--- config.mk ---
export PLATFORM = sky130hd
export DESIGN_NAME = line_interface_loopback_control
export DESIGN_NICKNAME = d
export VERILOG_FILES = /design/src/lic_pkg.sv /design/src/stream_fifo.sv /design/src/line_interface_loopback_control.sv
export SDC_FILE = /design/constraint.sdc
export NUM_CORES = 1
export LEC_CHECK = 0
export ABC_CLOCK_PERIOD_IN_PS = 4200
export CORE_MARGIN = 5
export CORE_UTILIZATION = 60
export DETAILED_ROUTE_END_ITERATION = 6
export DONT_BUFFER_PORTS = 1
export PLACE_DENSITY = 0.75
export SETUP_SLACK_MARGIN = 0.2
export SLEW_MARGIN = 15
export SYNTH_ARGS = -nofsm -noshare
export SYNTH_HDL_FRONTEND = slang
export SYNTH_SLANG_ARGS = --single-unit
--- constraint.sdc ---
create_clock -name I_REF_CLK -period 4.2 [get_ports I_REF_CLK]
set_clock_uncertainty 0.1 [all_clocks]
set_input_delay 0.42 -clock I_REF_CLK [delete_from_list [all_inputs] [get_ports I_REF_CLK]]
set_output_delay 0.42 -clock I_REF_CLK [all_outputs]
set_load 0.005 [all_outputs]
--- src/lic_pkg.sv ---
package lic_pkg;

  // Clock and line timing
  localparam int CLK_FREQ_KHZ = 200000;
  localparam int LINE_RATE_KHZ = 1544;
  localparam int BIT_DIV = (CLK_FREQ_KHZ + LINE_RATE_KHZ / 2) / LINE_RATE_KHZ;

  // Data path sizes
  localparam int WORD_W = 8;
  localparam int FIFO_DEPTH = 16;

  // Register bus
  localparam int ADDR_W = 8;
  localparam logic [ADDR_W-1:0] CTRL_OFFSET = 8'h00;
  localparam logic [ADDR_W-1:0] STATUS_OFFSET = 8'h04;

  // Control register layout
  localparam logic [7:0] CTRL_RESET = 8'h00;
  localparam int FORCE_SIGNAL_LOSS_TX_BIT = 7;
  localparam int LB_LSB = 4;
  localparam int TX_DIS_BIT = 1;
  localparam int RX_DIS_BIT = 0;

  // Status register layout
  localparam int STAT_LEVEL_LSB = 0;
  localparam int STAT_MODE_LSB = 8;
  localparam int STAT_LOS_BIT = 10;

  // Line coding
  localparam logic [WORD_W-1:0] IDLE_WORD = 8'hFF;
  localparam logic [15:0] ENC_SUB_PATTERN = 16'h0249;
  localparam logic [7:0] DEC_MATCH_BITS = 8'h1B;
  localparam logic [7:0] DEC_MATCH_VIOL = 8'h12;

  typedef enum logic [1:0] {
    LB_NONE,
    LB_LOCAL,
    LB_REMOTE,
    LB_PAYLOAD
  } loopback_type;

  typedef enum logic [1:0] {
    SYM_ZERO,
    SYM_MARK,
    SYM_VIOL
  } symbol_type;

endpackage : lic_pkg

--- src/stream_fifo.sv ---
`timescale 1ns/1ps
module stream_fifo #(
  parameter int WIDTH = 8,
  parameter int DEPTH = 16,
  localparam int LVL_W = $clog2(DEPTH + 1)
) (
  // Clock and reset
  input wire logic i_clk,
  input wire logic i_rst,
  // Fill side
  input wire logic i_in_valid,
  output logic o_in_ready,
  input wire logic [WIDTH-1:0] i_in_data,
  // Drain side
  output logic o_out_valid,
  input wire logic i_out_ready,
  output logic [WIDTH-1:0] o_out_data,
  // Fill level
  output logic [LVL_W-1:0] o_level
);

  localparam int PTR_W = (DEPTH > 1) ? $clog2(DEPTH) : 1;

  if (DEPTH < 2 || (DEPTH & (DEPTH - 1)) != 0) begin : g_bad_depth
    $error("stream_fifo depth must be a power of two");
  end

  typedef struct packed {
    logic [DEPTH-1:0][WIDTH-1:0] mem;
    logic [PTR_W-1:0] wr_ptr;
    logic [PTR_W-1:0] rd_ptr;
    logic [LVL_W-1:0] mem_cnt;
    logic out_valid;
    logic [WIDTH-1:0] out_data;
  } fifo_state_type;

  fifo_state_type st;
  fifo_state_type next_st;
  logic push;
  logic load;

  // Output word sits in a register, so it counts toward the capacity
  assign o_level = LVL_W'(st.mem_cnt + LVL_W'(st.out_valid));
  assign o_in_ready = o_level < LVL_W'(DEPTH);
  assign o_out_valid = st.out_valid;
  assign o_out_data = st.out_data;
  assign push = i_in_valid & o_in_ready;
  assign load = (!st.out_valid || i_out_ready) && st.mem_cnt != '0;

  always_comb begin
    next_st = st;
    if (push) begin
      next_st.mem[st.wr_ptr] = i_in_data;
      next_st.wr_ptr = PTR_W'(st.wr_ptr + 1'b1);
    end
    if (load) begin
      next_st.out_data = st.mem[st.rd_ptr];
      next_st.rd_ptr = PTR_W'(st.rd_ptr + 1'b1);
      next_st.out_valid = 1'b1;
    end else if (i_out_ready) begin
      next_st.out_valid = 1'b0;
    end
    case ({push, load})
      2'b10: next_st.mem_cnt = LVL_W'(st.mem_cnt + 1'b1);
      2'b01: next_st.mem_cnt = LVL_W'(st.mem_cnt - 1'b1);
      default: next_st.mem_cnt = st.mem_cnt;
    endcase
  end

  always_ff @(posedge i_clk) begin
    if (i_rst) begin
      st <= '0;
    end else begin
      st <= next_st;
    end
  end

endmodule : stream_fifo

--- src/line_interface_loopback_control.sv ---
// Our own choices: register access over APB and the register offsets.
`timescale 1ns/1ps
// Overview of operation
// - Force-loss bit 7 replaces transmit line traffic by no pulses at all.
// - Loopback field bits 5:4 selects framer loopbacks only, never unit ones.
// - Field 00: normal traffic, no loopback in either direction.
// - Field 01: transmit PCM words come back on the receive PCM output.
// - Field 01: receive line ignored, all ones sent to the line.
// - Field 10: decoded line data is re-encoded and returned to the line.
// - Field 11: received time-slot words are re-framed on transmit timing.
// - Bit 1 low enables zero substitution encoder; high sends plain AMI.
// - Bit 0 low enables zero substitution decoder; high receives plain AMI.
module line_interface_loopback_control
  import lic_pkg::*;
#(
  parameter int FIFO_DEPTH_P = FIFO_DEPTH,
  parameter int BIT_DIV_P = BIT_DIV,
  localparam int LVL_W = $clog2(FIFO_DEPTH_P + 1)
) (
  // Clock and reset
  input wire logic I_REF_CLK,
  input wire logic I_SYS_RST,
  // APB slave
  input wire logic I_PSEL,
  input wire logic I_PENABLE,
  input wire logic I_PWRITE,
  input wire logic [ADDR_W-1:0] I_PADDR,
  input wire logic [31:0] I_PWDATA,
  output logic [31:0] O_PRDATA,
  output logic O_PREADY,
  output logic O_PSLVERR,
  // Transmit PCM words in
  input wire logic I_TX_PCM_VALID,
  output logic O_TX_PCM_READY,
  input wire logic [WORD_W-1:0] I_TX_PCM_DATA,
  // Receive PCM words out
  output logic O_RX_PCM_VALID,
  output logic [WORD_W-1:0] O_RX_PCM_DATA,
  // Receive line pair from the line interface unit
  input wire logic I_RX_LINE_POS,
  input wire logic I_RX_LINE_NEG,
  // Transmit line pair toward the line interface unit
  output logic O_TX_LINE_POS,
  output logic O_TX_LINE_NEG
);

  if (BIT_DIV_P < 2 || BIT_DIV_P > 256) begin : g_bad_div
    $error("BIT_DIV_P must lie in 2..256");
  end
  if (FIFO_DEPTH_P < 2 || FIFO_DEPTH_P > 128) begin : g_bad_fifo
    $error("FIFO_DEPTH_P must lie in 2..128");
  end

  localparam logic [7:0] DIV_LAST = 8'(BIT_DIV_P - 1);

  typedef struct packed {
    logic [7:0] ctrl;
    logic [31:0] prdata;
    logic [7:0] div_cnt;
    logic [2:0] bit_cnt;
    logic [WORD_W-1:0] tx_word;
    logic [WORD_W-1:0] tx_shift;
    logic [15:0] enc_sym;
    logic enc_pol;
    logic tx_pos;
    logic tx_neg;
    logic rx_pos_s1;
    logic rx_pos_s2;
    logic rx_neg_s1;
    logic rx_neg_s2;
    logic [7:0] dec_bit;
    logic [7:0] dec_viol;
    logic dec_pol;
    logic [WORD_W-1:0] rx_shift;
    logic [WORD_W-1:0] rx_word;
    logic rx_valid;
    logic [WORD_W-1:0] payload_word;
  } state_type;

  state_type st;
  state_type next_st;

  logic tick;
  logic word_edge;
  logic last_bit;
  logic force_signal_loss_tx;
  logic tx_zs_off;
  logic rx_zs_off;
  loopback_type mode;
  logic fifo_valid;
  logic fifo_pop;
  logic [WORD_W-1:0] fifo_data;
  logic [LVL_W-1:0] fifo_level;
  logic [WORD_W-1:0] load_word;
  logic ser_bit;
  logic dec_out;
  logic line_pulse;
  logic line_viol;
  logic [7:0] dec_bits_sh;
  logic [7:0] dec_viol_sh;
  logic dec_match;
  symbol_type enc_in;
  logic [15:0] enc_sh;
  logic enc_sub;
  symbol_type enc_out;
  logic pulse_pol;
  logic rx_in;
  logic apb_setup;
  logic apb_access;

  function automatic logic addr_hit(input logic [ADDR_W-1:0] addr);
    addr_hit = addr == CTRL_OFFSET || addr == STATUS_OFFSET;
  endfunction : addr_hit

  function automatic logic [31:0] read_word(input logic [ADDR_W-1:0] addr,
                                            input logic [7:0] ctrl,
                                            input logic [LVL_W-1:0] level);
    read_word = 32'h0000_0000;
    if (addr == CTRL_OFFSET) begin
      read_word[7:0] = ctrl;
    end else if (addr == STATUS_OFFSET) begin
      read_word[STAT_LEVEL_LSB +: LVL_W] = level;
      read_word[STAT_MODE_LSB +: 2] = ctrl[LB_LSB +: 2];
      read_word[STAT_LOS_BIT] = ctrl[FORCE_SIGNAL_LOSS_TX_BIT];
    end
  endfunction : read_word

  // Back-pressure: the FIFO stalls while remote or payload loopback runs
  stream_fifo #(
    .WIDTH(WORD_W),
    .DEPTH(FIFO_DEPTH_P)
  ) u_tx_fifo (
    .i_clk(I_REF_CLK),
    .i_rst(I_SYS_RST),
    .i_in_valid(I_TX_PCM_VALID),
    .o_in_ready(O_TX_PCM_READY),
    .i_in_data(I_TX_PCM_DATA),
    .o_out_valid(fifo_valid),
    .i_out_ready(fifo_pop),
    .o_out_data(fifo_data),
    .o_level(fifo_level)
  );

  assign tick = st.div_cnt == DIV_LAST;
  assign word_edge = st.bit_cnt == 3'h0;
  assign last_bit = st.bit_cnt == 3'h7;
  assign force_signal_loss_tx = st.ctrl[FORCE_SIGNAL_LOSS_TX_BIT];
  assign tx_zs_off = st.ctrl[TX_DIS_BIT];
  assign rx_zs_off = st.ctrl[RX_DIS_BIT];
  assign mode = loopback_type'(st.ctrl[LB_LSB +: 2]);
  assign fifo_pop = tick & word_edge & fifo_valid &
                    (mode == LB_NONE || mode == LB_LOCAL);
  assign load_word = (mode == LB_PAYLOAD) ? st.payload_word :
                     (fifo_valid ? fifo_data : IDLE_WORD);
  assign ser_bit = word_edge ? load_word[WORD_W-1] : st.tx_shift[WORD_W-1];
  assign dec_out = st.dec_bit[7];
  assign line_pulse = (st.rx_pos_s2 ^ st.rx_neg_s2) &
                      (mode != LB_LOCAL);
  assign line_viol = line_pulse & (st.rx_pos_s2 == st.dec_pol);
  assign dec_bits_sh = {st.dec_bit[6:0], line_pulse};
  assign dec_viol_sh = {st.dec_viol[6:0], line_viol};
  assign dec_match = !rx_zs_off && dec_bits_sh == DEC_MATCH_BITS &&
                     dec_viol_sh == DEC_MATCH_VIOL;
  assign enc_sh = {st.enc_sym[13:0], enc_in};
  assign enc_sub = !tx_zs_off && enc_sh == 16'h0000;
  assign enc_out = symbol_type'(st.enc_sym[15:14]);
  assign pulse_pol = (enc_out == SYM_VIOL) ? st.enc_pol : ~st.enc_pol;
  assign rx_in = (mode == LB_LOCAL) ? ser_bit : dec_out;
  assign apb_setup = I_PSEL & ~I_PENABLE;
  assign apb_access = I_PSEL & I_PENABLE;

  always_comb begin
    case (mode)
      LB_LOCAL: enc_in = SYM_MARK;
      LB_REMOTE: enc_in = dec_out ? SYM_MARK : SYM_ZERO;
      default: enc_in = ser_bit ? SYM_MARK : SYM_ZERO;
    endcase
  end

  always_comb begin
    next_st = st;
    next_st.div_cnt = tick ? 8'h00 : 8'(st.div_cnt + 8'h01);
    next_st.rx_pos_s1 = I_RX_LINE_POS;
    next_st.rx_pos_s2 = st.rx_pos_s1;
    next_st.rx_neg_s1 = I_RX_LINE_NEG;
    next_st.rx_neg_s2 = st.rx_neg_s1;
    next_st.rx_valid = 1'b0;
    if (apb_setup) begin
      next_st.prdata = read_word(I_PADDR, st.ctrl, fifo_level);
    end
    if (apb_access && I_PWRITE && I_PADDR == CTRL_OFFSET) begin
      next_st.ctrl = I_PWDATA[7:0];
    end
    if (tick) begin
      next_st.bit_cnt = 3'(st.bit_cnt + 3'h1);
      if (word_edge) begin
        next_st.tx_word = load_word;
        next_st.tx_shift = {load_word[WORD_W-2:0], 1'b0};
      end else begin
        next_st.tx_shift = {st.tx_shift[WORD_W-2:0], 1'b0};
      end
      next_st.enc_sym = enc_sub ? ENC_SUB_PATTERN : enc_sh;
      if (enc_out != SYM_ZERO) begin
        next_st.enc_pol = pulse_pol;
      end
      next_st.tx_pos = (enc_out != SYM_ZERO) & pulse_pol;
      next_st.tx_neg = (enc_out != SYM_ZERO) & ~pulse_pol;
      // Bipolar violations outside the pattern pass as ordinary marks
      next_st.dec_bit = dec_match ? 8'h00 : dec_bits_sh;
      next_st.dec_viol = dec_match ? 8'h00 : dec_viol_sh;
      if (line_pulse) begin
        next_st.dec_pol = st.rx_pos_s2;
      end
      next_st.rx_shift = {st.rx_shift[WORD_W-2:0], rx_in};
      if (last_bit) begin
        next_st.rx_word = {st.rx_shift[WORD_W-2:0], rx_in};
        next_st.payload_word = {st.rx_shift[WORD_W-2:0], rx_in};
        next_st.rx_valid = 1'b1;
      end
    end
    // Encoder keeps running so traffic resumes cleanly after release
    if (force_signal_loss_tx) begin
      next_st.tx_pos = 1'b0;
      next_st.tx_neg = 1'b0;
    end
  end

  always_ff @(posedge I_REF_CLK) begin
    if (I_SYS_RST) begin
      st <= '0;
      st.ctrl <= CTRL_RESET;
    end else begin
      st <= next_st;
    end
  end

  assign O_PRDATA = st.prdata;
  assign O_PREADY = 1'b1;
  assign O_PSLVERR = apb_access & ~addr_hit(I_PADDR);
  assign O_RX_PCM_VALID = st.rx_valid;
  assign O_RX_PCM_DATA = st.rx_word;
  assign O_TX_LINE_POS = st.tx_pos;
  assign O_TX_LINE_NEG = st.tx_neg;

  // Bit ticks since the last control change, for the checks below
  logic [3:0] settle;
  always_ff @(posedge I_REF_CLK) begin
    if (I_SYS_RST || next_st.ctrl != st.ctrl) begin
      settle <= 4'h0;
    end else if (tick && settle != 4'hF) begin
      settle <= 4'(settle + 4'h1);
    end
  end
endmodule : line_interface_loopback_control

==> reports/qor.csv <==
stage,metric,value,unit
logic_synthesis,Yosys Warn Count,0,
setup_path,Setup Crit Path Kind,reg2reg,
outcome,status,completed,
timing,final setup margin,0.557,ns
clock_tree,CTS tree,built,
logic_synthesis,share of flip-flops with an asynchronous set or reset,0,%
global_routing,grt ovf,0,
timing,final setup violation count,0,
global_routing,global-route wire length before repair,38.2,mm
placement,Final HPWL DP,14.2,mm
logic_synthesis,Synth top area share,45.0,%
logic_synthesis,Synth Instances,1138,
clock_tree,"Clk pin slew, worst setup/hold paths",0.06,ns
power_and_ir_drop,worst vdd ir,0.414,mV
cells_and_area,post-route insts no fill,1374,
clock_tree,H-Tree Depth,1,
power_and_ir_drop,Pint,4.17,mW
logic_synthesis,largest cells by area after synthesis,"dfxtp_1 45%, mux2i_1 14%, nor2_1 6.8%",
timing,fmax,274,MHz
cells_and_area,layout net count,1207,
cells_and_area,layout cells sized above 1,8.80,%
timing,"Slew Viols, Final",0,
clock_tree,cells resized by post-CTS repair,0,
die,core area,17400,µm²
detailed_routing,vias per cell,5.73,
cells_and_area,P&R area growth vs syn,11.5,%
timing,crit path time final,3.64,ns
die,chip width,144,µm
min_path,worst min-delay path class,in2reg,
placement,cell total after placement,1274,
cells_and_area,Layout fillers,1358,
global_routing,Overall Global Routing Usage,22.7,%
die,row count,48,
power_and_ir_drop,Sw Pwr,1.57,mW
logic_synthesis,"Seq/Total Area, Yosys",45.0,%
power_and_ir_drop,PwrDens,481,nW/µm²
setup_path,Worst Setup Start Kind,flop,
cells_and_area,"commonest non-fill, non-tap cell in the layout",dfxtp_1,
detailed_routing,1st-iter DRT viols,543,
detailed_routing,TritonRoute pass-1 iters,5,
detailed_routing,routed via count,7872,
logic_synthesis,Mean Syn Cell Area,9.42,µm²
clock_tree,clock root cell,clkbuf_16,
die,DIE HEIGHT,144,µm
setup_path,Critical Path RT,4.51,ns
clock_tree,CTS Buffer Depth,3,
logic_synthesis,"EDFF count, synth",0,
power_and_ir_drop,Seq pwr share,43.9,%
clock_tree,Worst-Skew Late Latency,0.53,ns
global_routing,largest net degree at the start of global routing,203,
detailed_routing,DRC violations left,0,
logic_synthesis,Synth Register Bits,241,
timing,Max transition margin,24.6,%
global_routing,vias in the first global route,7434,
logic_synthesis,largest area contributor in the netlist,dfxtp_1,
timing,sum of negative setup slack,0,ns
cells_and_area,Register Area,4830,µm²
logic_synthesis,Netlist cell types,49,
placement,PortBufs,0,
setup_path,CP max FO,12,
clock_tree,TritonCTS buffer count,25,
timing,RSZ-0062 raised after global routing,no,
timing,worst slew pin tran,1.12,ns
detailed_routing,detailed-route wire length per cell,17.3,µm
clock_tree,clock sinks,241,
detailed_routing,Antenna Nets Post-Route,0,
power_and_ir_drop,Tot Pwr,5.74,mW
flow_run,max-cap violations,0,
die,initial core utilization,61.5,%
placement,GP Congestion,0.828,
logic_synthesis,most common flop cell mapped by yosys,dfxtp_1,
power_and_ir_drop,Clk pwr share,38.2,%
timing,Final Hold Fails,0,
power_and_ir_drop,Lkg Pwr,5.35,nW
logic_synthesis,"Cell Area, Synth",10700,µm²
detailed_routing,Routed WL,23.8,mm
power_and_ir_drop,combinational share of power,17.9,%
power_and_ir_drop,sw frac,27.3,%
die,I/O pin count,102,
setup_path,Critical Path AT,3.95,ns
die,DIE AREA,20600,µm²
cells_and_area,most frequent cells in the layout,"239 x dfxtp_1, 193 x nor2_1, 146 x mux2i_1, 89 x nand2_1, 55 x dlygate4sd3_1",
timing,period utilization,86.7,%
setup_path,Crit. End Element,flop,
placement,Post-Place Worst Slack,0.601,ns
global_routing,initial antenna violation count,1,
cells_and_area,Multi-input gate area,5320,µm²
-- state kept, by name (all words and copies together), names as in the netlist, 2 cells and up --
name,cells
O_PRDATA,11
dec_bits_sh,7
dec_viol_sh,7
enc_out,2
enc_sh,13
mode,2
next_st,2
st,41
u_tx_fifo.o_out_data,8
u_tx_fifo.st,141
-- final timing paths --
| path | start | endpoint | slack (ns) | depth (start not counted) |
|---|---|---|---|---|
| worst max-delay path | st[84]$_SDFF_PP0_ | u_tx_fifo.st[13]$_SDFFE_PP0P_ | 0.56 | 14 |
| worst min-delay path | I_TX_PCM_DATA[6] | u_tx_fifo.st[92]$_SDFFE_PP0P_ | 0.01 | 2 |
| worst max register to register | st[84]$_SDFF_PP0_ | u_tx_fifo.st[13]$_SDFFE_PP0P_ | 0.56 | 14 |
| worst min register to register | st[66]$_SDFFE_PP0P_ | st[66]$_SDFFE_PP0P_ | 0.35 | 2 |
-- repair_timing --
action / CTS / global route
setup buffers: 0 / 0
hold buffers: 56 / 0
endpoints found under the hold margin: 238 / 0
-- power by group through the flow --
stage	Sequential [mW]	Combinational [mW]	Clock (mW)
after floorplan	2.49	0.853	0
after global placement	2.57	0.912	0
after detailed placement	2.57	0.931	0
after CTS	2.52	1.03	2.23
after global routing	2.54	1.15	2.33
final	2.52	1.03	2.19
-- critical path, stage by stage (launching register included) --
cell	delay, ns
dfxtp_1	0.42
ha_1	0.17
or3b_2	0.51
o41ai_2	0.37
nand2_1	0.09
buf_4	0.19
inv_1	0.08
ha_1	0.34
xor2_1	0.18
ha_1	0.23
a21o_1	0.13
nand2_1	0.05
a21o_1	0.17
a31oi_1	0.15
mux2_2	0.35
-- through the flow --
step                      instance area (µm²)  hold slack [ns]  utilization (%)
after floorplan                         10800            0.314                -
after global placement                  10600            0.325             60.6
after detailed placement                10600            0.329             60.6
after CTS                               11900          0.00605             68.6
after global routing                    11900           0.0265             68.6
final                                   11900           0.0104             68.6
-- layout make-up --
class                   instances  share of cell area (%)
flip-flops and latches        241                    40.4
clock buffers                  37                    6.12
repair buffers                 66                    5.47
well taps                     225                    2.36
inverters                      14                   0.440
diodes                          1                  0.0209
multi-input cells             784                    44.5
clock inverters                 6                   0.702
-- Yosys cell counts (all sizes together) (3+ instances only) --
| library cell | number |
|---|---|
| nand4 | 18 |
| dfxtp | 241 |
| a21oi | 54 |
| nor2 | 194 |
| nor3 | 34 |
| nand2 | 89 |
| nand2b | 4 |
| buf | 49 |
| xor2 | 12 |
| ha | 19 |
| nor4 | 7 |
| inv | 14 |
| a22oi | 9 |
| o21ai | 11 |
| xnor2 | 9 |
| and3 | 3 |
| o22ai | 13 |
| mux4 | 24 |
| clkbuf | 70 |
| a211oi | 13 |
| nor2b | 19 |
| mux2i | 146 |
| mux2 | 17 |
| nand3 | 27 |
| nor3b | 8 |
| or3 | 6 |
-- metal layers --
metal  GRT usage (%)  vias to the layer above  share of wire (%)
met5               0                        -                  0
met4            6.10                        0                2.3
met1            30.3                     3779                 44
met2            38.5                      178                 49
li1                -                     3869                  -
met3            3.83                       46                5.0
-- cell families (layout without fill, tap and decap cells) --
| logic type | Yosys count | in the layout | share of synthesized area, % |
|---|---|---|---|
| buffers and inverters | 133 | 123 | 6.21 |
| AND/OR/NAND/NOR | 420 | 420 | 17.7 |
| XOR/XNOR | 21 | 21 | 1.72 |
| other | 2 | 23 | 0.0701 |
| multiplexers | 187 | 187 | 20.5 |
| AO/OA/AOI/OAI | 115 | 115 | 6.58 |
| adder cells (fa/ha/maj) | 19 | 19 | 2.22 |
| flip-flops | 241 | 241 | 45.0 |
(Power assumes the default switching activity.)
